### config.mk
export PLATFORM = sky130hd
export DESIGN_NAME = pirq_top
export DESIGN_NICKNAME = d
export VERILOG_FILES = /design/src/pirq_pkg.sv /design/src/pirq_source_block.sv /design/src/pirq_top.sv
export VERILOG_INCLUDE_DIRS = /design/src
export SDC_FILE = /design/constraint.sdc
export NUM_CORES = 2
export LEC_CHECK = 0
export BUFFER_PORTS_ARGS = -buffer_cell sky130_fd_sc_hd__buf_2
export CAP_MARGIN = 20
export CELL_PAD_IN_SITES_DETAIL_PLACEMENT = 0
export CELL_PAD_IN_SITES_GLOBAL_PLACEMENT = 1
export CORE_MARGIN = 2
export CORE_UTILIZATION = 47
export DETAILED_ROUTE_END_ITERATION = 10
export HOLD_SLACK_MARGIN = 0.08
export PLACE_DENSITY_LB_ADDON = 0.1
export SETUP_SLACK_MARGIN = 0.5
export SLEW_MARGIN = 15
export SYNTH_ARGS = -nofsm -noshare
export SYNTH_HDL_FRONTEND = slang
export SYNTH_HIERARCHICAL = 1
export SYNTH_SLANG_ARGS = --single-unit
### constraint.sdc
create_clock -name clock -period 44.3 [get_ports clock]
set_clock_uncertainty 0.2 [all_clocks]
set_input_delay 2.215 -clock clock [delete_from_list [all_inputs] [get_ports clock]]
set_output_delay 2.215 -clock clock [all_outputs]
set_load 0.01 [all_outputs]
### src/pirq_defines.svh
`ifndef PIRQ_DEFINES_SVH
`define PIRQ_DEFINES_SVH

// ====================================================================
// interrupt line numbers
`define PIRQ_NUM_LINES 25
`define PIRQ_LINE_POWER_MANAGER 0
`define PIRQ_LINE_SYSTEM_CONTROL 1
`define PIRQ_LINE_WATCHDOG 2
`define PIRQ_LINE_REAL_TIME 3
`define PIRQ_LINE_EXTERNAL_IRQ 4
`define PIRQ_LINE_MEMORY_CONTROLLER 5
`define PIRQ_LINE_EVENT_SYSTEM 6
`define PIRQ_LINE_SERIAL_BASE 7
`define PIRQ_LINE_TIMER_BASE 13
`define PIRQ_LINE_ADC 21
`define PIRQ_LINE_ANALOG_COMPARATOR 22
`define PIRQ_LINE_DAC 23
`define PIRQ_LINE_TOUCH_CONTROLLER 24

// ====================================================================
// register offsets (byte addresses; the three per-peripheral ones are word indices)
`define PIRQ_PERIPH_STRIDE_LOG2 4
`define PIRQ_OFS_FLAG 2'h0
`define PIRQ_OFS_ENABLE_SET 2'h1
`define PIRQ_OFS_ENABLE_CLEAR 2'h2
`define PIRQ_OFS_PENDING_SET 12'h400
`define PIRQ_OFS_PENDING_CLEAR 12'h404
`define PIRQ_OFS_LINE_ENABLE_SET 12'h408
`define PIRQ_OFS_LINE_ENABLE_CLEAR 12'h40C
`define PIRQ_OFS_PRIORITY_BASE 12'h420
`define PIRQ_OFS_PRIORITY_LAST 12'h43C
`define PIRQ_OFS_STATUS 12'h440

// ====================================================================
// field positions and reset values
`define PIRQ_PRIO_LSB 6
`define PIRQ_PRIO_W 2
`define PIRQ_STATUS_VALID_BIT 8
`define PIRQ_RST_WORD 32'h0000_0000

`endif

### src/pirq_pkg.sv
package pirq_pkg;

	// ================================================================
	// which register an access selects
	typedef enum logic [3:0] {
		PIRQ_SEL_NONE,
		PIRQ_SEL_FLAG,
		PIRQ_SEL_ENABLE_SET,
		PIRQ_SEL_ENABLE_CLEAR,
		PIRQ_SEL_PENDING_SET,
		PIRQ_SEL_PENDING_CLEAR,
		PIRQ_SEL_LINE_ENABLE_SET,
		PIRQ_SEL_LINE_ENABLE_CLEAR,
		PIRQ_SEL_PRIORITY,
		PIRQ_SEL_STATUS
	} pirq_sel_t;

	// ================================================================
	// interrupt handed to the core
	typedef struct packed {
		logic valid;
		logic [4:0] line;
		logic [1:0] prio;
	} pirq_active_t;

endpackage

### src/pirq_source_block.sv
`include "pirq_defines.svh"

// flags and enables of one peripheral
module pirq_source_block #(
	parameter int SRC_W = 8
) (
	// clock and reset
	input wire logic clock,
	input wire logic srst,
	// source conditions
	input wire logic [SRC_W-1:0] event_in,
	// register writes
	input wire logic wr_flag_clear,
	input wire logic wr_enable_set,
	input wire logic wr_enable_clear,
	input wire logic [SRC_W-1:0] wdata,
	// state
	output logic [SRC_W-1:0] flag,
	output logic [SRC_W-1:0] enable,
	output logic req
);

	// ================================================================
	// next state: a new event beats a same-cycle clear
	logic [SRC_W-1:0] next_flag;
	logic [SRC_W-1:0] next_enable;
	assign next_flag = (flag & ~(wr_flag_clear ? wdata : '0)) | event_in; // see R01
	assign next_enable = wr_enable_set ? (enable | wdata) :
		wr_enable_clear ? (enable & ~wdata) : enable;

	// gated sources merged into one request
	assign req = |(flag & enable); // see R04

	// state registers
	always_ff @(posedge clock) begin
		if (srst) begin
			flag <= '0;
			enable <= '0;
		end else begin
			flag <= next_flag;
			enable <= next_enable;
		end
	end

	// ================================================================
	// checks
	a_flag_on_event: assert property (@(posedge clock) disable iff (srst)
		(event_in != '0) |=> ((flag & $past(event_in)) == $past(event_in)))
		else $error("event did not set its flag");
	a_flag_w1c: assert property (@(posedge clock) disable iff (srst)
		(wr_flag_clear && event_in == '0) |=>
		(flag == ($past(flag) & ~$past(wdata))))
		else $error("flag clear by writing one failed");
	a_enable_set: assert property (@(posedge clock) disable iff (srst)
		wr_enable_set |=> (enable == ($past(enable) | $past(wdata))))
		else $error("enable set misbehaved");
	a_enable_clear: assert property (@(posedge clock) disable iff (srst)
		(wr_enable_clear && !wr_enable_set) |=>
		(enable == ($past(enable) & ~$past(wdata))))
		else $error("enable clear misbehaved");
	a_req_gating: assert property (@(posedge clock) disable iff (srst)
		(event_in == '0 && !wr_flag_clear && !wr_enable_set && !wr_enable_clear && !req)
		|=> !req)
		else $error("request rose without a flag and enable");

endmodule

### src/pirq_top.sv
// Decided for this implementation: the register offsets and register access over Avalon-MM.
`include "pirq_defines.svh"

// Summary of operation
// each source condition sets its own flag bit when it occurs
// writing one to enable-set enables a source; zero leaves it alone
// writing one to enable-clear disables a source; zero leaves it alone
// a source requests only while both its flag and enable are set
// all gated requests of one peripheral are ORed into one request
// a peripheral request sets its line pending; software may set or clear pending
// a pending line becomes active only while its line enable is set
// one priority field per line, held in eight priority registers
// the external controller's non-maskable source goes to the nmi output
// system peripherals use fixed lines 0 through 6
// six serial interfaces drive lines 7 to 12 in instance order
// eight timer counters drive lines 13 to 20 in instance order
// converter, comparator and touch peripherals use lines 21 to 24
// writing one to a flag bit clears it; zero leaves it unchanged
module pirq_top #(
	parameter int SRC_W = 8
) (
	// clock and reset
	input wire logic clock,
	input wire logic srst,
	// avalon-mm slave
	input wire logic [11:0] address,
	input wire logic read,
	input wire logic write,
	input wire logic [31:0] writedata,
	input wire logic [3:0] byteenable,
	output logic [31:0] readdata,
	output logic waitrequest,
	// peripheral source conditions, one pulse per event
	input wire logic [6:0][SRC_W-1:0] sys_event,
	input wire logic [5:0][SRC_W-1:0] serial_event,
	input wire logic [7:0][SRC_W-1:0] timer_event,
	input wire logic [3:0][SRC_W-1:0] analog_event,
	input wire logic ext_nmi_event,
	// toward the core
	output pirq_pkg::pirq_active_t active,
	output logic nmi_request,
	output logic [31:0] line_request
);

	localparam int NL = `PIRQ_NUM_LINES;

	// ================================================================
	// line map: each peripheral event group lands on its fixed line
	logic [NL-1:0][SRC_W-1:0] line_event;
	assign line_event[`PIRQ_LINE_POWER_MANAGER] = sys_event[0];
	assign line_event[`PIRQ_LINE_SYSTEM_CONTROL] = sys_event[1];
	assign line_event[`PIRQ_LINE_WATCHDOG] = sys_event[2];
	assign line_event[`PIRQ_LINE_REAL_TIME] = sys_event[3];
	assign line_event[`PIRQ_LINE_EXTERNAL_IRQ] = sys_event[4];
	assign line_event[`PIRQ_LINE_MEMORY_CONTROLLER] = sys_event[5];
	assign line_event[`PIRQ_LINE_EVENT_SYSTEM] = sys_event[6];
	assign line_event[`PIRQ_LINE_ADC] = analog_event[0];
	assign line_event[`PIRQ_LINE_ANALOG_COMPARATOR] = analog_event[1];
	assign line_event[`PIRQ_LINE_DAC] = analog_event[2];
	assign line_event[`PIRQ_LINE_TOUCH_CONTROLLER] = analog_event[3];
	for (genvar s = 0; s < 6; s++) begin : gen_serial_map
		assign line_event[`PIRQ_LINE_SERIAL_BASE + s] = serial_event[s];
	end
	for (genvar t = 0; t < 8; t++) begin : gen_timer_map
		assign line_event[`PIRQ_LINE_TIMER_BASE + t] = timer_event[t];
	end

	// ================================================================
	// bus decode
	// a write takes effect on the edge where waitrequest is low; read data is captured on the edge before, while it is high
	logic bus_req;
	logic wr_ok;
	logic in_periph;
	logic [4:0] periph_idx;
	logic [1:0] periph_ofs;
	logic in_prio;
	logic [2:0] prio_idx;
	logic [31:0] be_mask;
	logic [31:0] wmask_data;
	pirq_pkg::pirq_sel_t sel;
	assign bus_req = read | write;
	assign wr_ok = write & ~waitrequest;
	assign periph_idx = address[`PIRQ_PERIPH_STRIDE_LOG2 +: 5];
	assign periph_ofs = address[3:2];
	assign in_periph = (address[11:9] == 3'h0) && (periph_idx < 5'(NL));
	assign in_prio = (address[11:2] >= `PIRQ_OFS_PRIORITY_BASE >> 2) &&
		(address[11:2] <= `PIRQ_OFS_PRIORITY_LAST >> 2);
	assign prio_idx = address[4:2];
	assign be_mask = {{8{byteenable[3]}}, {8{byteenable[2]}},
		{8{byteenable[1]}}, {8{byteenable[0]}}};
	// disabled byte lanes act as zeros, which every write-one register ignores
	assign wmask_data = writedata & be_mask;
	assign sel = (in_periph && periph_ofs == `PIRQ_OFS_FLAG) ? pirq_pkg::PIRQ_SEL_FLAG :
		(in_periph && periph_ofs == `PIRQ_OFS_ENABLE_SET) ? pirq_pkg::PIRQ_SEL_ENABLE_SET :
		(in_periph && periph_ofs == `PIRQ_OFS_ENABLE_CLEAR) ? pirq_pkg::PIRQ_SEL_ENABLE_CLEAR :
		(address == `PIRQ_OFS_PENDING_SET) ? pirq_pkg::PIRQ_SEL_PENDING_SET :
		(address == `PIRQ_OFS_PENDING_CLEAR) ? pirq_pkg::PIRQ_SEL_PENDING_CLEAR :
		(address == `PIRQ_OFS_LINE_ENABLE_SET) ? pirq_pkg::PIRQ_SEL_LINE_ENABLE_SET :
		(address == `PIRQ_OFS_LINE_ENABLE_CLEAR) ? pirq_pkg::PIRQ_SEL_LINE_ENABLE_CLEAR :
		in_prio ? pirq_pkg::PIRQ_SEL_PRIORITY :
		(address == `PIRQ_OFS_STATUS) ? pirq_pkg::PIRQ_SEL_STATUS :
		pirq_pkg::PIRQ_SEL_NONE;

	// ================================================================
	// peripheral flag and enable blocks
	logic [NL-1:0][SRC_W-1:0] src_flag;
	logic [NL-1:0][SRC_W-1:0] src_enable;
	logic [NL-1:0] periph_req;
	for (genvar p = 0; p < NL; p++) begin : gen_src
		logic hit;
		assign hit = wr_ok && in_periph && (periph_idx == 5'(p));
		pirq_source_block #(.SRC_W(SRC_W)) u_src (
			.clock(clock),
			.srst(srst),
			.event_in(line_event[p]),
			.wr_flag_clear(hit && sel == pirq_pkg::PIRQ_SEL_FLAG),
			.wr_enable_set(hit && sel == pirq_pkg::PIRQ_SEL_ENABLE_SET),
			.wr_enable_clear(hit && sel == pirq_pkg::PIRQ_SEL_ENABLE_CLEAR),
			.wdata(wmask_data[SRC_W-1:0]),
			.flag(src_flag[p]),
			.enable(src_enable[p]),
			.req(periph_req[p])
		);
	end

	// ================================================================
	// core-side pending, line enable and priority state
	logic [NL-1:0] pending;
	logic [NL-1:0] line_enable;
	logic [7:0][31:0] prio_reg;
	logic [NL-1:0] next_pending;
	logic [NL-1:0] next_line_enable;
	logic [NL-1:0] sw_pend_set;
	logic [NL-1:0] sw_pend_clear;
	logic [NL-1:0] sw_len_set;
	logic [NL-1:0] sw_len_clear;
	logic prio_wr;
	assign sw_pend_set = (wr_ok && sel == pirq_pkg::PIRQ_SEL_PENDING_SET) ?
		wmask_data[NL-1:0] : '0;
	assign sw_pend_clear = (wr_ok && sel == pirq_pkg::PIRQ_SEL_PENDING_CLEAR) ?
		wmask_data[NL-1:0] : '0;
	assign sw_len_set = (wr_ok && sel == pirq_pkg::PIRQ_SEL_LINE_ENABLE_SET) ?
		wmask_data[NL-1:0] : '0;
	assign sw_len_clear = (wr_ok && sel == pirq_pkg::PIRQ_SEL_LINE_ENABLE_CLEAR) ?
		wmask_data[NL-1:0] : '0;
	assign prio_wr = wr_ok && sel == pirq_pkg::PIRQ_SEL_PRIORITY;
	// a live peripheral request outranks a software clear of its pending bit
	assign next_pending = ((pending | sw_pend_set) & ~sw_pend_clear) | periph_req;
	assign next_line_enable = (line_enable | sw_len_set) & ~sw_len_clear;

	// pending and enable registers
	always_ff @(posedge clock) begin
		if (srst) begin
			pending <= '0;
			line_enable <= '0;
		end else begin
			pending <= next_pending;
			line_enable <= next_line_enable;
		end
	end

	// priority registers: only the field bits of each byte are kept
	logic [31:0] prio_keep;
	assign prio_keep = {4{8'(((1 << `PIRQ_PRIO_W) - 1) << `PIRQ_PRIO_LSB)}};
	always_ff @(posedge clock) begin
		if (srst) begin
			prio_reg <= {8{`PIRQ_RST_WORD}};
		end else if (prio_wr) begin
			prio_reg[prio_idx] <= (prio_reg[prio_idx] & ~be_mask) |
				(writedata & be_mask & prio_keep);
		end
	end

	// ================================================================
	// selection of the active line: lowest priority value, then lowest line
	logic [NL-1:0] ready_line;
	logic [NL-1:0][1:0] line_prio;
	pirq_pkg::pirq_active_t next_active;
	assign ready_line = pending & line_enable;
	for (genvar l = 0; l < NL; l++) begin : gen_prio_field
		assign line_prio[l] = prio_reg[l / 4][(l % 4) * 8 + `PIRQ_PRIO_LSB +: `PIRQ_PRIO_W];
	end

	// priority search over all lines
	always_comb begin
		next_active = '0;
		for (int l = NL - 1; l >= 0; l--) begin
			if (ready_line[l] && (!next_active.valid || line_prio[l] <= next_active.prio)) begin
				next_active.valid = 1'b1;
				next_active.line = 5'(l);
				next_active.prio = line_prio[l];
			end
		end
	end

	// outputs toward the core, all registered
	always_ff @(posedge clock) begin
		if (srst) begin
			active <= '0;
			nmi_request <= 1'b0;
			line_request <= '0;
		end else begin
			active <= next_active;
			nmi_request <= ext_nmi_event;
			line_request <= 32'(ready_line);
		end
	end

	// ================================================================
	// read mux and handshake; one wait cycle, then a one-cycle answer
	logic [31:0] rd_mux;
	logic [31:0] status_word;
	assign status_word = 32'({active.valid, 3'h0, active.line});
	assign rd_mux = (sel == pirq_pkg::PIRQ_SEL_FLAG) ? 32'(src_flag[periph_idx]) :
		(sel == pirq_pkg::PIRQ_SEL_ENABLE_SET ||
		sel == pirq_pkg::PIRQ_SEL_ENABLE_CLEAR) ? 32'(src_enable[periph_idx]) :
		(sel == pirq_pkg::PIRQ_SEL_PENDING_SET ||
		sel == pirq_pkg::PIRQ_SEL_PENDING_CLEAR) ? 32'(pending) :
		(sel == pirq_pkg::PIRQ_SEL_LINE_ENABLE_SET ||
		sel == pirq_pkg::PIRQ_SEL_LINE_ENABLE_CLEAR) ? 32'(line_enable) :
		(sel == pirq_pkg::PIRQ_SEL_PRIORITY) ? prio_reg[prio_idx] :
		(sel == pirq_pkg::PIRQ_SEL_STATUS) ? status_word :
		`PIRQ_RST_WORD;

	// the answer cycle always drops back to waiting, so requests never chain
	always_ff @(posedge clock) begin
		if (srst) begin
			waitrequest <= 1'b1;
			readdata <= `PIRQ_RST_WORD;
		end else begin
			waitrequest <= !(bus_req && waitrequest);
			readdata <= (bus_req && waitrequest) ? rd_mux : readdata;
		end
	end

	// ================================================================
	// checks
	a_pending_from_req: assert property (@(posedge clock) disable iff (srst)
		(periph_req != '0) |=> ((pending & $past(periph_req)) == $past(periph_req)))
		else $error("peripheral request did not set pending");
	a_sw_pend_clear: assert property (@(posedge clock) disable iff (srst)
		(sw_pend_clear != '0 && periph_req == '0 && sw_pend_set == '0) |=>
		((pending & $past(sw_pend_clear)) == '0))
		else $error("software pending clear failed");
	// the line index is today's; only the pending and enable words come from the past
	a_active_enabled: assert property (@(posedge clock) disable iff (srst)
		active.valid |-> (($past(pending & line_enable) & (NL'(1) << active.line)) != '0))
		else $error("active line was not pending and enabled");
	a_nmi_route: assert property (@(posedge clock) disable iff (srst)
		ext_nmi_event |=> nmi_request ##1 (nmi_request == $past(ext_nmi_event)))
		else $error("nmi source not routed to nmi output");
	a_prio_write: assert property (@(posedge clock) disable iff (srst)
		(prio_wr && byteenable == 4'hF) |=>
		(prio_reg[$past(prio_idx)] == ($past(writedata) & prio_keep)))
		else $error("priority register write lost");
	a_map_watchdog: assert property (@(posedge clock) disable iff (srst)
		(sys_event[2] != '0) |=> (src_flag[2] != '0))
		else $error("watchdog source not on line 2");
	a_map_serial: assert property (@(posedge clock) disable iff (srst)
		(serial_event[5] != '0) |=> (src_flag[12] != '0))
		else $error("last serial instance not on line 12");
	a_map_timer: assert property (@(posedge clock) disable iff (srst)
		(timer_event[0] != '0) |=> (src_flag[13] != '0))
		else $error("first timer not on line 13");
	a_map_touch: assert property (@(posedge clock) disable iff (srst)
		(analog_event[3] != '0) |=> (src_flag[24] != '0))
		else $error("touch controller not on line 24");
	a_bus_answer: assert property (@(posedge clock) disable iff (srst)
		(bus_req && waitrequest) |=> !waitrequest ##1 waitrequest)
		else $error("bus answer not one cycle after request");

	// both ends of each line group, so a shifted map cannot slip through
	a_map_power: assert property (@(posedge clock) disable iff (srst)
		(sys_event[0] != '0) |=> (src_flag[0] != '0))
		else $error("power manager not on line 0");
	a_map_events: assert property (@(posedge clock) disable iff (srst)
		(sys_event[6] != '0) |=> (src_flag[6] != '0))
		else $error("event system not on line 6");
	a_map_serial_first: assert property (@(posedge clock) disable iff (srst)
		(serial_event[0] != '0) |=> (src_flag[7] != '0))
		else $error("first serial instance not on line 7");
	a_map_timer_last: assert property (@(posedge clock) disable iff (srst)
		(timer_event[7] != '0) |=> (src_flag[20] != '0))
		else $error("last timer not on line 20");
	a_map_adc: assert property (@(posedge clock) disable iff (srst)
		(analog_event[0] != '0) |=> (src_flag[21] != '0))
		else $error("converter not on line 21");

	// software side of the pending and line enable words
	a_pend_sw_set: assert property (@(posedge clock) disable iff (srst)
		(sw_pend_set != '0 && sw_pend_clear == '0) |=>
		((pending & $past(sw_pend_set)) == $past(sw_pend_set)))
		else $error("software pending set failed");
	a_line_en_set: assert property (@(posedge clock) disable iff (srst)
		(sw_len_set != '0 && sw_len_clear == '0) |=>
		((line_enable & $past(sw_len_set)) == $past(sw_len_set)))
		else $error("line enable set failed");
	a_line_en_clear: assert property (@(posedge clock) disable iff (srst)
		(sw_len_clear != '0) |=> ((line_enable & $past(sw_len_clear)) == '0))
		else $error("line enable clear failed");

	// a ready line is always offered, and nothing is offered without one
	a_active_follows: assert property (@(posedge clock) disable iff (srst)
		(ready_line != '0) |=> active.valid)
		else $error("ready line not offered to the core");
	a_idle_no_active: assert property (@(posedge clock) disable iff (srst)
		(ready_line == '0) |=> !active.valid)
		else $error("active offered with no ready line");

endmodule

# Yosys cells after proc, flatten, opt, wreduce, memory -nomap -nowiden
# Cells that the tools add are included.
word_totals:
  out_inout_bits: 74
  reg_bits: 780
  word_cells: 683
  in_bits: 253
op_classes:
  order_cmp: 30
  eq_ne: 40
  n_mux: 128
  reduce_logical: 247
  n_bitwise: 166
ops:
  columns: ["op", "n"]
  rows:
  - ["2-to-1 mux 8 bit", 102]
  - ["AND 8 bit", 75]
  - ["OR 8 bit", 50]
  - ["bitwise mux 256 bit", 1]
  - ["2-to-1 mux 32 bit", 7]
  - ["NOT 8 bit", 26]
  - ["OR reduction 8 bit", 25]
  - ["logical AND 1 bit", 137]
  - ["2-to-1 mux 25 bit", 4]
  - ["binary-select mux 32 bit (select 3 bit)", 1]
  - ["demux 32 bit (select 3 bit)", 1]
  - ["binary-select mux 8 bit (select 5 bit)", 2]
  - ["AND 25 bit", 3]
  - ["OR 25 bit", 3]
  - ["AND 32 bit", 2]
  - ["== test 12 x 11 -> 1 bit (second input constant)", 5]
  - ["NOT 25 bit", 2]
  - ["nonzero test 2 bit", 25]
  - ["less-or-equal comparator 2 bit", 24]
  - ["== test 5 bit (second input constant)", 9]
  - ["== test 5 x 4 -> 1 bit (second input constant)", 8]
  - ["2-to-1 mux 4 bit", 9]
  - ["NOT 32 bit", 1]
  - ["OR 32 bit", 1]
  - ["29 further kinds", 88]

# Logic depth before layout (Yosys ltp)
logic_depth:
  depth_word: 98
  ltp_mapped: 183
  ltp_nobuf: 181

# Cells and area by module
# The synthesis kept the hierarchy.
by_module_without_submodules:
  columns: ["mod", "area_per_inst_um2", "cells_per_inst", "n_inst"]
  rows:
  - ["pirq_top", 22226.3, 2652, 1]
  - ["pirq_source_block", 704.4, 64, 25]

# Worst setup path after synthesis
# Ideal clock, no wire load.
synth_path:
  path_type: "reg2reg"
  startpoint: "register pending[24]"
  endpoint: "register active[6] in the netlist's numbering"
  path_slack_ns: 13.340
  setup_ns: 0.059
  stages_incl_launch_ff: 170
  arrival_time_ns: 30.701
  synth_period_minus_slack_ns: 30.960
  path_cell_list: "dfxtp_1 buf_2 nand3_1 ha_1 nor2b_1 o2111a_1 or3_1 nand2_1 ha_1 a222oi_1 nor3_1 a31oi_2 inv_1 ha_1 nor2b_1 o21ai_0 o21bai_2 nor2_1 [... 134 more ...] a21oi_1 o22ai_1 o311a_2 nor3_2 a21oi_1 nand2_1 ha_1 a211oi_1 nor2_1 a211oi_1 a21oi_1 ha_1 a221oi_1 nor2_1 or2_2 nor2_1 and4_1 and3_1"
synth_between:
  elab_chain_len: 98
  word_cells_on_any_way: 122
  classes_between: "24 x order compare; 24 x mux; 1 x bitwise; 73 x reduce/logical"
synth_lines:
  columns: ["element", "line_no", "rtl"]
  rows:
  - ["start, declared", "pirq_top.sv:128", "logic [NL-1:0] pending;"]
  - ["start signal, assigned", "pirq_top.sv:157", "pending <= next_pending;"]
  - ["AND 25 bit *", "pirq_top.sv:179", "assign ready_line = pending & line_enable;"]
  - ["2-to-1 mux 8 bit *", "pirq_top.sv:188", "if (ready_line[l] && (!next_active.valid || line_prio[l] <= next_active.prio)) begin"]
  - ["less-or-equal comparator 2 bit / zero test 1 bit (equally long branches)", "pirq_top.sv:188", null]
  - ["logical OR 1 bit", "pirq_top.sv:188", null]
  - ["logical AND 1 bit", "pirq_top.sv:188", null]
  - ["2-to-1 mux 8 bit *", "pirq_top.sv:188", null]
  - ["less-or-equal comparator 2 bit / zero test 1 bit (equally long branches)", "pirq_top.sv:188", null]
  - ["logical OR 1 bit", "pirq_top.sv:188", null]
  - ["[... 82 more ...]", null, null]
  - ["less-or-equal comparator 2 bit / zero test 1 bit (equally long branches)", "pirq_top.sv:188", null]
  - ["logical OR 1 bit", "pirq_top.sv:188", null]
  - ["logical AND 1 bit", "pirq_top.sv:188", null]
  - ["2-to-1 mux 8 bit", "pirq_top.sv:188", null]
  - ["less-or-equal comparator 2 bit / zero test 1 bit (equally long branches)", "pirq_top.sv:188", null]
  - ["logical OR 1 bit", "pirq_top.sv:188", null]
  - ["logical AND 1 bit", "pirq_top.sv:188", null]
  - ["OR reduction 17 bit (no source line)", null, null]
  - ["end signal, assigned", "pirq_top.sv:203", "active <= next_active;"]
  - ["end, declared", "pirq_top.sv:40", "output pirq_pkg::pirq_active_t active,"]
# Mark *: on every way between the ends. The rest lies on a longest branch, timed or not.
# A chain may end at the register's enable or synchronous reset.

# Worst setup path in the final report
# Same ends and word-level chain as after synthesis.

==> impl_metrics.py <==
metrics = {
    "synth": {
        "ys_seq_area_share_pct": 38.8,
        "ys_async_sr_fraction_pct": 0,
        "avgSynthCellArea_sq_um": 9.37,
        "syn_area_sq_um": 39800,
        "yosysWarnings": 6,
        "synth_top_area_share_pct": 38.8,
        "ys_ff_latch": 773,
        "yosysTopAreaCell": "dfxtp_1",
        "synthCells": 4252,
        "ys_dominant_reg_cell": "dfxtp_1",
        "synth_cell_types": 98,
        "synth_area_leaders": "dfxtp_1 (39%), mux4_2 (10%), nand2_1 (7.1%), a21bo_1 (5.0%), a21oi_2 (4.5%)",
        "synth_edf_count": 0,
    },
    "setup_path": {
        "slowest_stage": "a222oi_1",
        "arrival_ns": 36.11,
        "setup.worst_path.class": "register to register",
        "slowest_delay_ns": 0.55,
        "cp_num_buf_inv": 3,
        "worst_ep_required_time_ns": 44.67,
        "crit_path_start_kind": "register",
        "crit_family": "compound AO/OA/AOI/OAI gates",
        "cp_max_fo": 11,
        "critPathMostFrequentCell": "nor2_1",
        "endpoint_kind": "register",
    },
    "global_route": {
        "grt_max_degree": 232,
        "antenna_found_initial": 6,
        "grt_pass1_vias": 31995,
        "grt_overflow": 0,
        "grt_first_pass_wirelength_um": 211000,
        "track_usage_pct": 32.0,
    },
    "cells_and_area": {
        "multi_input_area_sq_um": 22800,
        "fin_nets": 4712,
        "final-seq-area_sq_um": 15500,
        "design_area_sq_um": 44600,
        "layout-drive-gt1-share_pct": 24.5,
        "fill_cells": 7858,
        "utilization_pct": 53.2,
        "syn2layout_area_growth_pct": 11.9,
    },
    "route": {
        "antenna_left": 0,
        "drc": 0,
        "drt_iter0_drc": 3822,
        "drtPass1Iterations": 6,
        "routedWlPerCell_um": 25.3,
        "viasPerCell": 6.09,
        "routed_wl_um": 142000,
        "vias": 34255,
    },
    "sta": {
        "finalHoldViolCount": 0,
        "slew_headroom_pct": 21.5,
        "fin_crit_sh_pct": 80.7,
        "final.setup.tns_ns": 0,
        "drv_slew": 0,
        "rsz0062_at_grt": "no",
        "clock.fmax_ghz": 0.0280,
        "tightest_slew_ns": 1.17,
        "setup_viol": 0,
        "post-route-min-period_ns": 35.74,
    },
    "power_and_ir_drop": {
        "p_per_area_nw_per_um2": 34.8,
        "internal_power_uw": 1160,
        "combPwrFrac_pct": 7.4,
        "seq_power_share_pct": 46.7,
        "ir_drop_uv": 27.8,
        "pwr-share-clk_pct": 45.9,
        "swShare_pct": 25.0,
        "power_switching_uw": 388,
        "power_leakage_uw": 0.0159,
    },
    "floorplanning": {
        "start_util_pct": 47.5,
        "die_h_um": 295,
        "die_w_um": 295,
        "rows": 106,
        "ios": 327,
        "die_area_sq_um": 87100,
        "core_area_sq_um": 83800,
    },
    "cts": {
        "root_buffer": "clkbuf_16",
        "h-tree-depth": 3,
        "hold_buffers": 0,
        "cts_made_buffers": 86,
        "post_cts_resized": 0,
        "post_cts_buffers": 0,
        "cts.sinks": 773,
        "clkTransAtPathRegs_ns": 0.06,
        "cts_buffer_depth": 3,
        "clock_latency_ns": 0.65,
        "cts_tree": "done",
    },
    "place": {
        "place.gp.congestion": 0.926,
        "port_buffers": 314,
        "dp_hpwl_um": 98300,
        "post_dp_cell_area_sq_um": 41800,
    },
    "min_path": {
        "hp-class": "register to register",
    },
    "run_status": {
        "outcome": "complete, no violations",
    },
    "run": {
        "maxCapViolCount": 0,
    },
}
==> tightest hold or removal path, cell delays in order (launching register included) <==
cell and delay, ns:
dfxtp_1 0.31, nand2_1 0.05, a21oi_1 0.05
==> power groups by stage <==
stage          clock network [uW]  registers [uW]  logic [uW]
2_1_floorplan                   0             731        71.7
3_3_place_gp                    0             738         113
3_5_place_dp                    0             738         114
4_1_cts                       721             723         114
5_1_grt                       747             724         121
6_report                      712             724         115
==> stage by stage <==
step | worst slack, ns | total power [uW] | hold WS (ns) | cells
floorplan | 13.34 | 803 | 0.233 | 4258
detailed placement | 9.14 | 852 | 0.245 | 5473
global placement | 9.65 | 851 | 0.239 | 5473
global route | 5.15 | 1590 | 0.264 | 5625
CTS | 8.98 | 1560 | 0.253 | 5624
finish | 8.56 | 1550 | 0.250 | 5627
==> cells by family (layout without fill, tap and decap cells) <==
kind of cell    Yosys count  in the layout  synth area share, %
mux                     242            242                 11.6
other cells               1              9              0.00941
buf+inv                 322            555                 4.18
xor+xnor                  1              1               0.0220
compound gates         1526           1526                 30.2
simple gates           1352           1352                 14.1
flops                   773            773                 38.8
fa+ha+maj                35             35                 1.07
==> cell usage after synthesis (5+ instances only) <==
| master | n |
|---|---|
| dfxtp_1 | 773 |
| nand2_1 | 752 |
| nor2_1 | 356 |
| a21oi_1 | 286 |
| a21oi_2 | 203 |
| a21boi_0 | 202 |
| a21bo_1 | 200 |
| mux4_2 | 176 |
| clkbuf_1 | 168 |
| o21ba_2 | 150 |
| a22oi_1 | 117 |
| o21ai_0 | 70 |
| nand3_1 | 64 |
| a211oi_1 | 59 |
| mux2i_1 | 59 |
| buf_6 | 51 |
| o21ba_1 | 50 |
| nor3_1 | 43 |
| inv_1 | 38 |
| nand4_1 | 34 |
| ha_1 | 31 |
| a31oi_1 | 29 |
| o22ai_1 | 27 |
| clkbuf_2 | 25 |
| o211ai_1 | 23 |
| buf_1 | 22 |
| and2_1 | 20 |
| nand2b_1 | 16 |
| or3_1 | 14 |
| a21o_1 | 13 |
| nor2b_1 | 13 |
| and3_1 | 9 |
| buf_2 | 9 |
| o21a_1 | 9 |
| o21bai_1 | 9 |
| buf_4 | 8 |
| a221oi_1 | 7 |
| a311oi_1 | 7 |
| mux2_2 | 7 |
| or2_2 | 7 |
| a2bb2oi_1 | 5 |
==> per-layer routing <==
layer	part of all wire, %	up-vias	global-route usage (%)
li1	-	15762	-
met1	45	16811	46.5
met2	44	1425	48.7
met3	7.9	255	5.23
met4	3.4	2	9.79
met5	0.0084	-	0
==> final cells by class <==
cell class                      instances  area share [%]
Multi-Input combinational cell       3163            51.1
Sequential cell                       773            34.7
Clock buffer                          123            5.50
Timing Repair Buffer                  365            4.49
Tap cell                             1134            3.18
Clock inverter                         28           0.654
Inverter                               39           0.328
Antenna cell                            2          0.0112
==> worst paths after layout <==
| path | from | to | slack, ns | cells after the start |
|---|---|---|---|---|
| setup / recovery | pending[24] | active[6] | 8.56 | 170 |
| hold / removal | readdata[13] | readdata[13] | 0.25 | 2 |
| setup reg to reg | pending[24] | active[6] | 8.56 | 170 |
| hold reg to reg | readdata[13] | readdata[13] | 0.25 | 2 |
==> cell usage in the layout, fill, tap and decap left out, drive strengths merged, types with 8 or more instances in the layout <==
cell	count
dfxtp	773
nor2b	14
nand2	753
buf	364
a22oi	117
o211ai	25
or2	8
o21bai	10
a31oi	30
mux4	176
nor2	359
or3	14
o21a	9
a311oi	9
a21oi	491
nor3	45
and2	20
a211oi	61
mux2i	59
nand2b	16
nand4	34
clkinv	16
and3	9
o22ai	27
o21ai	76
nand3	65
a21boi	203
a21bo	200
ha	31
o21ba	200
inv	43
clkbuf	124
a221oi	8
a21o	13
Power figures use the tool's default switching activity.
